**src/shared/ext_mem_defs.svh**
```systemverilog
`ifndef EXT_MEM_DEFS_SVH
`define EXT_MEM_DEFS_SVH

// Register byte offsets on the Wishbone slave.
`define SYSCTL2_OFFSET    8'h00
`define WAIT_CFG_OFFSET   8'h04
`define STATUS_OFFSET     8'h08

// Field positions.
`define SYSCTL2_VIS_BIT   0
`define SYSCTL2_BOOT_BIT  2
`define WAIT_PROG_LSB     0
`define WAIT_DATA_LSB     3
`define WAIT_IO_LSB       6
`define WAIT_FIELD_W      3
`define STATUS_BUSY_BIT   0
`define STATUS_EXTEN_BIT  1
`define STATUS_ILL_BIT    2

// Reset values.
`define SYSCTL2_RESET     16'h0000
`define WAIT_CFG_RESET    16'h01FF

// Boot fetch address in either program memory.
`define BOOT_VECTOR       16'h0000

`endif

```
**src/shared/ext_mem_pkg.sv**
```systemverilog
package ext_mem_pkg;

  typedef enum logic [1:0] {
    SPACE_PROG,
    SPACE_DATA,
    SPACE_IO
  } space_t;

  typedef enum {
    ST_IDLE,
    ST_ACCESS
  } acc_state_t;

endpackage

```
**src/shared/ext_cfg_if.sv**
```systemverilog
`timescale 1ns/1ns
interface ext_cfg_if;
  logic [2:0] wait_prog;
  logic [2:0] wait_data;
  logic [2:0] wait_io;
  logic       vis_mode;
  logic       boot_mp;
  logic       busy;
  logic       ext_en;
  logic       illegal_evt;

  modport regs (
    output wait_prog, wait_data, wait_io, vis_mode,
    input  boot_mp, busy, ext_en, illegal_evt
  );
  modport core (
    input  wait_prog, wait_data, wait_io, vis_mode,
    output boot_mp, busy, ext_en, illegal_evt
  );
endinterface

```
**src/verilog/pin_sync.sv**
```systemverilog
`timescale 1ns/1ns
module pin_sync #(
  parameter int WIDTH = 1
) (
  // Clock.
  input  wire logic             clock,
  // Asynchronous level in, synchronised level out.
  input  wire logic [WIDTH-1:0] d,
  output logic      [WIDTH-1:0] q
);

  // No reset, so the pin level is already tracked while reset is held.
  logic [WIDTH-1:0] meta;

  always_ff @(posedge clock) begin
    meta <= d;
    q    <= meta;
  end

endmodule

```
**src/verilog/ext_cfg_regs.sv**
```systemverilog
`timescale 1ns/1ns
`include "ext_mem_defs.svh"
module ext_cfg_regs (
  // Clock and reset.
  input  wire logic        clock,
  input  wire logic        sys_rst,
  // Wishbone slave.
  input  wire logic        wb_cyc_i,
  input  wire logic        wb_stb_i,
  input  wire logic        wb_we_i,
  input  wire logic [7:0]  wb_adr_i,
  input  wire logic [3:0]  wb_sel_i,
  input  wire logic [31:0] wb_dat_i,
  output logic      [31:0] wb_dat_o,
  output logic             wb_ack_o,
  // Configuration to the core and status from it.
  ext_cfg_if.regs          cfg
);

  logic [15:0] system_ctrl_status_reg2;
  logic [15:0] wait_state_config_reg;
  logic        illegal_seen;

  wire         req      = wb_cyc_i & wb_stb_i;
  wire         wr_en    = req & wb_we_i & wb_ack_o;
  wire         hit_scsr = (wb_adr_i == `SYSCTL2_OFFSET);
  wire         hit_wait = (wb_adr_i == `WAIT_CFG_OFFSET);
  wire         hit_stat = (wb_adr_i == `STATUS_OFFSET);
  wire [15:0]  scsr_rd  = {13'h0000, cfg.boot_mp, 1'b0, system_ctrl_status_reg2[0]};
  wire [15:0]  stat_rd  = {13'h0000, illegal_seen, cfg.ext_en, cfg.busy};
  wire [15:0]  rd_mux   = hit_scsr ? scsr_rd :
                          hit_wait ? wait_state_config_reg :
                          hit_stat ? stat_rd : 16'h0000;
  wire         ill_clr  = wr_en & hit_stat & wb_sel_i[0] & wb_dat_i[`STATUS_ILL_BIT];

  assign cfg.vis_mode  = system_ctrl_status_reg2[`SYSCTL2_VIS_BIT];
  assign cfg.wait_prog = wait_state_config_reg[`WAIT_PROG_LSB +: `WAIT_FIELD_W];
  assign cfg.wait_data = wait_state_config_reg[`WAIT_DATA_LSB +: `WAIT_FIELD_W];
  assign cfg.wait_io   = wait_state_config_reg[`WAIT_IO_LSB +: `WAIT_FIELD_W];

  // Ack follows the strobe by one cycle and drops after one; writes land on the ack edge.
  always_ff @(posedge clock) begin
    if (sys_rst) begin
      wb_ack_o <= 1'b0;
      wb_dat_o <= 32'h0000_0000;
    end else begin
      wb_ack_o <= req & ~wb_ack_o;
      wb_dat_o <= {16'h0000, rd_mux};
    end
  end

  always_ff @(posedge clock) begin
    if (sys_rst) begin
      system_ctrl_status_reg2 <= `SYSCTL2_RESET;
      wait_state_config_reg   <= `WAIT_CFG_RESET;
    end else if (wr_en) begin
      if (hit_scsr && wb_sel_i[0]) begin
        system_ctrl_status_reg2[`SYSCTL2_VIS_BIT] <= wb_dat_i[`SYSCTL2_VIS_BIT];
      end
      if (hit_wait && wb_sel_i[0]) begin
        wait_state_config_reg[7:0] <= wb_dat_i[7:0];
      end
      if (hit_wait && wb_sel_i[1]) begin
        wait_state_config_reg[8] <= wb_dat_i[8];
      end
    end
  end

  // A new illegal event in the clearing cycle keeps the flag set.
  always_ff @(posedge clock) begin
    if (sys_rst) begin
      illegal_seen <= 1'b0;
    end else begin
      illegal_seen <= cfg.illegal_evt | (illegal_seen & ~ill_clr);
    end
  end

endmodule

```
**src/verilog/ext_mem_if_wait_boot_ctrl.sv**
```systemverilog
// The register addresses and the Wishbone slave port were decided locally.
`timescale 1ns/1ns
`include "ext_mem_defs.svh"
module ext_mem_if_wait_boot_ctrl (
  // Clock and reset.
  input  wire logic                 clock,
  input  wire logic                 sys_rst,
  // Wishbone register slave.
  input  wire logic                 wb_cyc_i,
  input  wire logic                 wb_stb_i,
  input  wire logic                 wb_we_i,
  input  wire logic [7:0]           wb_adr_i,
  input  wire logic [3:0]           wb_sel_i,
  input  wire logic [31:0]          wb_dat_i,
  output logic      [31:0]          wb_dat_o,
  output logic                      wb_ack_o,
  // Core access request.
  input  wire logic                 req_valid,
  input  wire ext_mem_pkg::space_t  req_space,
  input  wire logic                 req_write,
  input  wire logic [15:0]          req_addr,
  input  wire logic [15:0]          req_wdata,
  output logic                      req_done,
  output logic [15:0]               req_rdata,
  output logic                      illegal_addr,
  // Boot selection.
  input  wire logic                 boot_memory_select,
  output logic                      boot_external,
  output logic [15:0]               boot_vector,
  // Interface enable pin.
  input  wire logic                 ext_interface_enable,
  // External bus pins.
  input  wire logic                 ready,
  output logic [15:0]               ext_addr,
  input  wire logic [15:0]          ext_data_in,
  output logic [15:0]               ext_data_out,
  output logic                      ext_data_oe,
  output logic                      data_space_strobe_n,
  output logic                      io_space_strobe_n,
  output logic                      program_space_strobe_n,
  output logic                      ext_access_strobe_n,
  output logic                      read_strobe_n,
  output logic                      write_strobe_n,
  output logic                      read_write,
  output logic                      visibility_output_enable_n
);
  import ext_mem_pkg::*;

  ////////////////////////////////////////////////////////////////////////////////
  // Pin synchronisers and the register block.

  logic        ready_s;
  logic        bsel_s;
  logic        ext_en_s;
  logic [15:0] din_s;

  pin_sync #(.WIDTH(3)) u_ctl_sync (
    .clock (clock),
    .d     ({ready, boot_memory_select, ext_interface_enable}),
    .q     ({ready_s, bsel_s, ext_en_s})
  );

  // Read data also passes two flops; the device must hold data for the whole access.
  pin_sync #(.WIDTH(16)) u_data_sync (
    .clock (clock),
    .d     (ext_data_in),
    .q     (din_s)
  );

  ext_cfg_if cfg ();

  ext_cfg_regs u_regs (
    .clock    (clock),
    .sys_rst  (sys_rst),
    .wb_cyc_i (wb_cyc_i),
    .wb_stb_i (wb_stb_i),
    .wb_we_i  (wb_we_i),
    .wb_adr_i (wb_adr_i),
    .wb_sel_i (wb_sel_i),
    .wb_dat_i (wb_dat_i),
    .wb_dat_o (wb_dat_o),
    .wb_ack_o (wb_ack_o),
    .cfg      (cfg)
  );

  ////////////////////////////////////////////////////////////////////////////////
  // Boot mode capture.

  logic boot_mp;

  // The synchronised pin is loaded all through reset, so the level at release is kept.
  always_ff @(posedge clock) begin
    if (sys_rst) begin
      boot_mp <= bsel_s;
    end
  end

  assign cfg.boot_mp   = boot_mp;
  assign boot_external = boot_mp;
  assign boot_vector   = `BOOT_VECTOR;

  ////////////////////////////////////////////////////////////////////////////////
  // Access sequencer.

  acc_state_t  state;
  space_t      space_q;
  logic        write_q;
  logic [15:0] addr_q;
  logic [15:0] wdata_q;
  logic [2:0]  wait_cnt;
  logic [2:0]  wait_cfg_q;

  wire         start      = (state == ST_IDLE) & req_valid & ~req_done;
  wire         go_ext     = start & ext_en_s;
  wire         refuse     = start & ~ext_en_s;
  wire         in_acc     = (state == ST_ACCESS);
  wire [2:0]   wait_sel   = (req_space == SPACE_DATA) ? cfg.wait_data :
                            (req_space == SPACE_IO)   ? cfg.wait_io : cfg.wait_prog;
  wire         wait_left  = (wait_cnt != 3'h0);
  wire         ready_used = (wait_cfg_q != 3'h0);
  wire         finish     = in_acc & ~wait_left & (~ready_used | ready_s);

  always_ff @(posedge clock) begin
    if (sys_rst) begin
      state <= ST_IDLE;
    end else begin
      case (state)
        ST_IDLE: begin
          if (go_ext) begin
            state <= ST_ACCESS;
          end
        end
        ST_ACCESS: begin
          if (finish) begin
            state <= ST_IDLE;
          end
        end
        default: begin
          state <= ST_IDLE;
        end
      endcase
    end
  end

  // Software wait states are spent first; ready is only resampled once they are gone.
  always_ff @(posedge clock) begin
    if (sys_rst) begin
      wait_cnt   <= 3'h0;
      wait_cfg_q <= 3'h0;
    end else if (go_ext) begin
      wait_cnt   <= wait_sel;
      wait_cfg_q <= wait_sel;
    end else if (in_acc && wait_left) begin
      wait_cnt <= wait_cnt - 3'h1;
    end
  end

  always_ff @(posedge clock) begin
    if (sys_rst) begin
      space_q <= SPACE_PROG;
      write_q <= 1'b0;
      addr_q  <= 16'h0000;
      wdata_q <= 16'h0000;
    end else if (go_ext) begin
      space_q <= req_space;
      write_q <= req_write;
      addr_q  <= req_addr;
      wdata_q <= req_wdata;
    end
  end

  // Completion is a registered pulse; refused accesses complete at once with zero data.
  always_ff @(posedge clock) begin
    if (sys_rst) begin
      req_done     <= 1'b0;
      req_rdata    <= 16'h0000;
      illegal_addr <= 1'b0;
    end else begin
      req_done     <= finish | refuse;
      illegal_addr <= refuse & (req_space == SPACE_DATA);
      if (finish && !write_q) begin
        req_rdata <= din_s;
      end else if (refuse) begin
        req_rdata <= 16'h0000;
      end
    end
  end

  assign cfg.busy        = in_acc;
  assign cfg.ext_en      = ext_en_s;
  assign cfg.illegal_evt = illegal_addr;

  ////////////////////////////////////////////////////////////////////////////////
  // Pin drive.

  assign ext_addr               = addr_q;
  assign ext_data_out           = wdata_q;
  assign ext_data_oe            = in_acc & write_q;
  assign ext_access_strobe_n    = ~in_acc;
  assign data_space_strobe_n    = ~(in_acc & (space_q == SPACE_DATA));
  assign io_space_strobe_n      = ~(in_acc & (space_q == SPACE_IO));
  assign program_space_strobe_n = ~(in_acc & (space_q == SPACE_PROG));
  assign read_strobe_n          = ~(in_acc & ~write_q);
  assign write_strobe_n         = ~(in_acc & write_q);
  assign read_write             = ~(in_acc & write_q);
  // Only the write drive counts, so external decode never sees a false enable.
  assign visibility_output_enable_n = ~(cfg.vis_mode & ext_data_oe);

  ////////////////////////////////////////////////////////////////////////////////
  // Checks.

  logic [3:0] acc_len;

  always_ff @(posedge clock) begin
    if (sys_rst || !in_acc) begin
      acc_len <= 4'h0;
    end else if (acc_len != 4'hF) begin
      acc_len <= acc_len + 4'h1;
    end
  end

  property p_ready_hold;
    @(posedge clock) disable iff (sys_rst)
      (in_acc && !wait_left && ready_used && !ready_s)
        |=> (in_acc && !ext_access_strobe_n);
  endproperty
  a_ready_hold: assert property (p_ready_hold) else $error("access ended with ready low");

  property p_zero_wait;
    @(posedge clock) disable iff (sys_rst)
      (in_acc && wait_cfg_q == 3'h0) |=> (state == ST_IDLE) && req_done;
  endproperty
  a_zero_wait: assert property (p_zero_wait) else $error("zero-wait access not one cycle");

  property p_wait_first;
    @(posedge clock) disable iff (sys_rst)
      (in_acc && finish) |-> (acc_len >= {1'b0, wait_cfg_q});
  endproperty
  a_wait_first: assert property (p_wait_first) else $error("access shorter than wait count");

  property p_ready_ends;
    @(posedge clock) disable iff (sys_rst)
      (in_acc && !wait_left && ready_s) |=> !in_acc ##0 req_done;
  endproperty
  a_ready_ends: assert property (p_ready_ends) else $error("ready high did not end access");

  property p_boot_bit;
    @(posedge clock)
      ($past(sys_rst) && !sys_rst) |-> (boot_mp == $past(bsel_s)) && (boot_external == boot_mp);
  endproperty
  a_boot_bit: assert property (p_boot_bit) else $error("boot select not captured");

  property p_enable_go;
    @(posedge clock) disable iff (sys_rst)
      (start && ext_en_s) |=> !ext_access_strobe_n;
  endproperty
  a_enable_go: assert property (p_enable_go) else $error("enabled access not started");

  property p_illegal;
    @(posedge clock) disable iff (sys_rst)
      (start && !ext_en_s && req_space == SPACE_DATA)
        |=> illegal_addr && data_space_strobe_n && ext_access_strobe_n;
  endproperty
  a_illegal: assert property (p_illegal) else $error("illegal data access not flagged");

  property p_vis;
    @(posedge clock) disable iff (sys_rst)
      visibility_output_enable_n == !(cfg.vis_mode && ext_data_oe);
  endproperty
  a_vis: assert property (p_vis) else $error("visibility enable mismatch");

  property p_space;
    @(posedge clock) disable iff (sys_rst)
      (!data_space_strobe_n || !io_space_strobe_n || !program_space_strobe_n)
        |-> !ext_access_strobe_n
            && ($countones({data_space_strobe_n, io_space_strobe_n,
                            program_space_strobe_n}) == 2);
  endproperty
  a_space: assert property (p_space) else $error("space strobes overlap");

  property p_read;
    @(posedge clock) disable iff (sys_rst)
      (in_acc && !write_q) |-> !read_strobe_n && write_strobe_n && !ext_data_oe;
  endproperty
  a_read: assert property (p_read) else $error("read strobe missing");

  property p_write_edge;
    @(posedge clock) disable iff (sys_rst)
      $fell(write_strobe_n) |-> $rose(ext_data_oe);
  endproperty
  a_write_edge: assert property (p_write_edge) else $error("write strobe not with drive");

  property p_strobe;
    @(posedge clock) disable iff (sys_rst)
      $rose(state == ST_ACCESS) |-> !ext_access_strobe_n throughout (in_acc [*1]);
  endproperty
  a_strobe: assert property (p_strobe) else $error("access strobe not low");

endmodule

```
**config.mk**
```make
export PLATFORM = sky130hd
export DESIGN_NAME = ext_mem_if_wait_boot_ctrl
export DESIGN_NICKNAME = d
export VERILOG_FILES = /design/src/shared/ext_mem_pkg.sv /design/src/shared/ext_cfg_if.sv /design/src/verilog/pin_sync.sv /design/src/verilog/ext_cfg_regs.sv /design/src/verilog/ext_mem_if_wait_boot_ctrl.sv
export VERILOG_INCLUDE_DIRS = /design/src /design/src/shared
export SDC_FILE = /design/constraint.sdc
export NUM_CORES = 1
export LEC_CHECK = 0
export BUFFER_PORTS_ARGS = -buffer_cell sky130_fd_sc_hd__clkbuf_2
export CAP_MARGIN = 5
export CORE_UTILIZATION = 46
export CTS_BUF_LIST = sky130_fd_sc_hd__clkbuf_16
export CTS_CLUSTER_DIAMETER = 150
export DETAILED_ROUTE_END_ITERATION = 10
export PLACE_DENSITY = 0.79
export SETUP_SLACK_MARGIN = 0.05
export SLEW_MARGIN = 20
export SYNTH_ARGS = -nofsm -noshare
export SYNTH_HDL_FRONTEND = slang
export SYNTH_HIERARCHICAL = 1
export SYNTH_SLANG_ARGS = --single-unit
```
**constraint.sdc**
```tcl
create_clock -name clock -period 2.6 [get_ports clock]
set_clock_uncertainty 0.15 [all_clocks]
set_input_delay 0.26 -clock clock [delete_from_list [all_inputs] [get_ports clock]]
set_output_delay 0.26 -clock clock [all_outputs]
set_load 0.05 [all_outputs]
```
# Yosys cells after proc, flatten, opt, wreduce, memory -nomap -nowiden
# Cells that the tools add are included.
# W data, S select, Z words.
# op_classes
addsub,1
eq_ne,10
n_reduce_logical,19
bitwise_logic,38
mux,12
# ops
operator,n
$logic_not A32 Y1,2
$mux W32,2
$pmux W32 S2,1
$eq A32 B1 Y1 const B,1
$eq A32 B2 Y1 const B,1
$mux W16,2
$and A1 B1 Y1,21
$mux W3,6
$not A1 Y1,14
$mux W9,1
$eq A8 B3 Y1 const B,1
$eq A8 B4 Y1 const B,1
$logic_not A8 Y1,1
$reduce_and A2 Y1,4
$reduce_bool A3 Y1,2
$logic_and A1 B1 Y1,5
$eq A2 B1 Y1 const B,2
$eq A2 B2 Y1 const B,2
$ne A2 B2 Y1 const B,2
$reduce_bool A2 Y1,2
$or A1 B1 Y1,3
$sub A3 B1 Y3 const B,1
$logic_not A2 Y1,1
$reduce_or A2 Y1,1
$logic_not A1 Y1,1
# word_totals
inputBits,104
ff_bits,174
out_inout_bits,109
wordCells,103

# Depth between registers and ports, before layout
# depth
word_depth,9
depth_mapped,6

# Cells and area by module
# Netlist, hierarchy kept.
# modules_own_cells
mod,seq_area_each_um2,cells_each,instances,area_per_inst_um2
ext_mem_if_wait_boot_ctrl,1231.2,307,1,2710.1
ext_cfg_regs,420.4,117,1,1039.7
pin_sync at u_data_sync,640.6,32,1,640.6
pin_sync at u_ctl_sync,120.1,6,1,120.1

# Worst setup path before layout
# No wires, ideal clock.
# synth_path
kind,register to output
start,reg state[0]
end,out write_strobe_n
setup_slack_ps,-6
t_arrival_ps,2196
path_stages_with_launch,5
cell_sequence,dfxtp_1 inv_1 nor2_1 inv_1 buf_4
# synth_via
elab_chain_cells,3
# synth_lines
element,line_no,rtl
start: declaration,ext_mem_if_wait_boot_ctrl.sv:105,acc_state_t state;
start signal: assignment,ext_mem_if_wait_boot_ctrl.sv:125,state <= ST_IDLE;
start signal: assignment,ext_mem_if_wait_boot_ctrl.sv:130,state <= ST_ACCESS;
start signal: assignment,ext_mem_if_wait_boot_ctrl.sv:135,state <= ST_IDLE;
$eq A32 B2 Y1,ext_mem_if_wait_boot_ctrl.sv:116,wire in_acc = (state == ST_ACCESS);
$and A1 B1 Y1,n/a,
named net ext_data_oe,ext_mem_if_wait_boot_ctrl.sv:37,"output logic ext_data_oe,"
$not A1 Y1,ext_mem_if_wait_boot_ctrl.sv:204,assign write_strobe_n = ~(in_acc & write_q);
end: declaration,ext_mem_if_wait_boot_ctrl.sv:43,"output logic write_strobe_n,"
# The timed path passes the listed nets, and every way through them passes these cells.

# Final worst setup path
# layout_path
start,reg state[0]
end,out program_space_strobe_n
# layout_via
elab_chain_cells,3
# layout_lines
element,line_no,rtl
$eq A32 B2 Y1,ext_mem_if_wait_boot_ctrl.sv:116,
$and A1 B1 Y1,ext_mem_if_wait_boot_ctrl.sv:202,assign program_space_strobe_n = ~(in_acc & (space_q == SPACE_PROG));
$not A1 Y1,ext_mem_if_wait_boot_ctrl.sv:202,
end: declaration,ext_mem_if_wait_boot_ctrl.sv:40,"output logic program_space_strobe_n,"
# No other way between the ends.

==> run_results.csv <==
group,metric,value,unit
place,place_inst,717,
job,drv_cap,0,
critical_path,crit_fanout,15,
pwr,p_per_area,771,mW/mm^2
cells_and_area,antenna_cells,0,
worst_hold_path,hp-class,"input port to flip-flop",
timing,relSlewSlack,0.511,
critical_path,start_kind,"flip-flop",
cts,clk_latency,0.41,ns
timing,setup_viol_count_final,0,
cts,cts_resized,0,
cts,htreeDepth,4,
cts,path_clk_slew,0.06,ns
yosys,postSynthAreaPerCell,9.76,um^2
timing,grt_setup_unrepaired,"no",
floorplan,die_h,101,um
routing,drc_errors,0,
yosys,synthArstFlopShare,0,
cts,cts.sinks,120,
cells_and_area,final_nets,777,
cts,cts-root-buf,"clkbuf_16",
yosys,synthCells,462,
cells_and_area,fillerInstances,730,
routing,drt_first_pass_iters,4,
yosys,synth_top_area_share,0.528,
place,place_hpwl,6680,um
cts,cts_tree,"built",
place,port_buffers,148,
global_routing,grt_pass1_vias,3698,
cells_and_area,layout.cells.non_filler,813,
yosys,synth_area,0.00451,mm^2
yosys,synth.largest_area_cell,"dfxtp_1",
floorplan,io-pin-count,213,
floorplan,die_w,101,um
critical_path,crit_type,"flip-flop to primary output",
global_routing,grt_usage,0.218,
cts,numCtsBuffers,17,
global_routing,antenna_found_initial,0,
place,placed_area,0.00517,mm^2
global_routing,grt_pass1_wl,16800,um
routing,wl_per_cell,13.3,um
critical_path,required,2.19,ns
yosys,ys_types,43,
yosys,synth-seq-area-share,0.535,
yosys,synth_edf_count,1,
floorplan,core,0.00937,mm^2
yosys,ys_seq_elements,120,
floorplan,rows,35,
critical_path,worstPathArrival,1.82,ns
yosys,synth-main-ff-cell,"dfxtp_1",
cts,clk_path_buf_depth,2,
routing,vias_per_cell,4.69,
cells_and_area,stdcell_area,0.00639,mm^2
outcome,outcome,"complete, no violations",
yosys,yosysWarnings,6,
critical_path,cp-end-kind,"primary output",
routing,routed_wl,10800,um
timing,max_slew.worst_pin.slew,0.733,ns
routing,drt_iter0_markers,131,
routing,antenna_left,0,
cells_and_area,areaGrowthSynthToFinish,41.7,%
timing,tns,0,ns
timing,final-max-slew-violation-count,0,
pwr,leakagePower,3.00,nW
floorplan,die_area,0.0102,mm^2
place,place_congestion,0.811,
yosys,synth_area_leaders,"dfxtp_1, mux2i_1, buf_4",
timing,finalWorstPathRequiredPeriod,2.23,ns
floorplan,start_util,0.481,
timing,hold_viol_final,0,
pwr,irDropWorstVdd,0.660,mV
global_routing,grt_start_max_net_pins,34,
cells_and_area,drive_gt1_frac,0.292,
timing,fin_crit_sh,0.856,
routing,vias,3809,
timing,max_freq,449,MHz
global_routing,gr-total-overflow,0,
-- final timing paths --
path / endpoint / slack, ns / depth (start not counted) / from
max: program_space_strobe_n / 0.37 / 3 / state[0]
min reg2reg: u_ctl_sync/q[1] / 0.18 / 0 / u_ctl_sync/meta[1]
min: space_q[0] / 0.06 / 3 / req_space[0]
max reg2reg: ext_addr[15] / 0.47 / 4 / state[0]
-- logic make-up (layout without fill, tap and decap cells) --
group,Yosys count,in the layout,synth area share
AO/OA/AOI/OAI,54,54,0.0699
buffers and inverters,74,259,0.103
multiplexers,37,37,0.0829
flip-flops,120,120,0.535
other,2,39,0.00166
AND/OR/NAND/NOR,173,173,0.203
adder cells (fa/ha/maj),2,2,0.00555
-- repair_timing --
item                                    4_1_cts  5_1_grt
endpoints found under the setup margin        0        0
hold endpoints to repair                     63        0
buffers inserted                              0        0
hold buffers                                 64        0
-- critical path, cell delays in order (launching register included) --
cell and delay (ns):
dfxtp_1 0.62, inv_1 0.20, or3_1 0.34, clkbuf_2 0.26
-- where the power goes --
group          switching, mW  internal [mW]
sequential            0.0448           1.93
clock                  0.848           1.41
combinational          0.474          0.223
total                   1.37           3.56
-- final cells by class --
type,instances,area (um^2),area share
sequential,120,2410,0.377
multi-input combinational,305,1780,0.278
timing repair buffer,219,1430,0.224
clock buffer,17,425,0.0666
tap,129,161,0.0253
clock inverter,15,151,0.0237
inverter,8,30.0,0.00470
-- Yosys cell counts, types with 2 or more instances --
cell type,n
buf_6,3
conb_1,2
buf_4,40
nor2_1,19
o211ai_1,2
nand2_1,77
and2_1,7
buf_2,10
or3b_2,2
mux2i_1,34
mux2_2,3
nand2b_1,21
nor4_1,3
clkbuf_1,13
or2_2,3
nor3_1,4
a211oi_1,3
nor2b_1,2
nand3b_1,23
inv_1,8
dfxtp_1,119
o21ai_0,4
a21oi_1,38
ha_1,2
or4_1,2
-- placed cells by master, fill, tap and decap left out, drive strengths merged, types with 3 or more instances in the layout --
master / Yosys / layout
clkbuf: 13 / 164
dfxtp: 119 / 119
nand2: 77 / 77
dlygate4sd3: 0 / 64
conb: 2 / 39
a21oi: 38 / 38
mux2i: 34 / 34
nand3b: 23 / 23
nand2b: 21 / 21
nor2: 19 / 19
inv: 8 / 11
buf: 53 / 8
clkinv: 0 / 8
and2: 7 / 7
nor3: 4 / 4
o21ai: 4 / 4
or2: 4 / 4
mux2: 3 / 3
a211oi: 3 / 3
nor4: 3 / 3
or4: 3 / 3
-- metrics by stage --
step                      power [mW]  worst slack [ns]   util  hold slack, ns
after CTS                       4.96             0.380  0.682          0.0468
final                           4.93             0.373  0.682          0.0583
after detailed placement        2.62             0.517  0.552           0.162
after global placement          2.61             0.564  0.552           0.160
after global routing            5.10             0.299  0.682          0.0479
after floorplan                 2.52             0.356      -           0.138
-- layer usage --
layer | vias to the layer above | routed length (um) | track usage
met5 | - | 0 | 0
met4 | 0 | 329 | 0.107
met3 | 29 | 550 | 0.0749
met2 | 133 | 5730 | 0.395
met1 | 1775 | 4230 | 0.223
li1 | 1872 | - | -
Power figures use the tool's default switching activity.
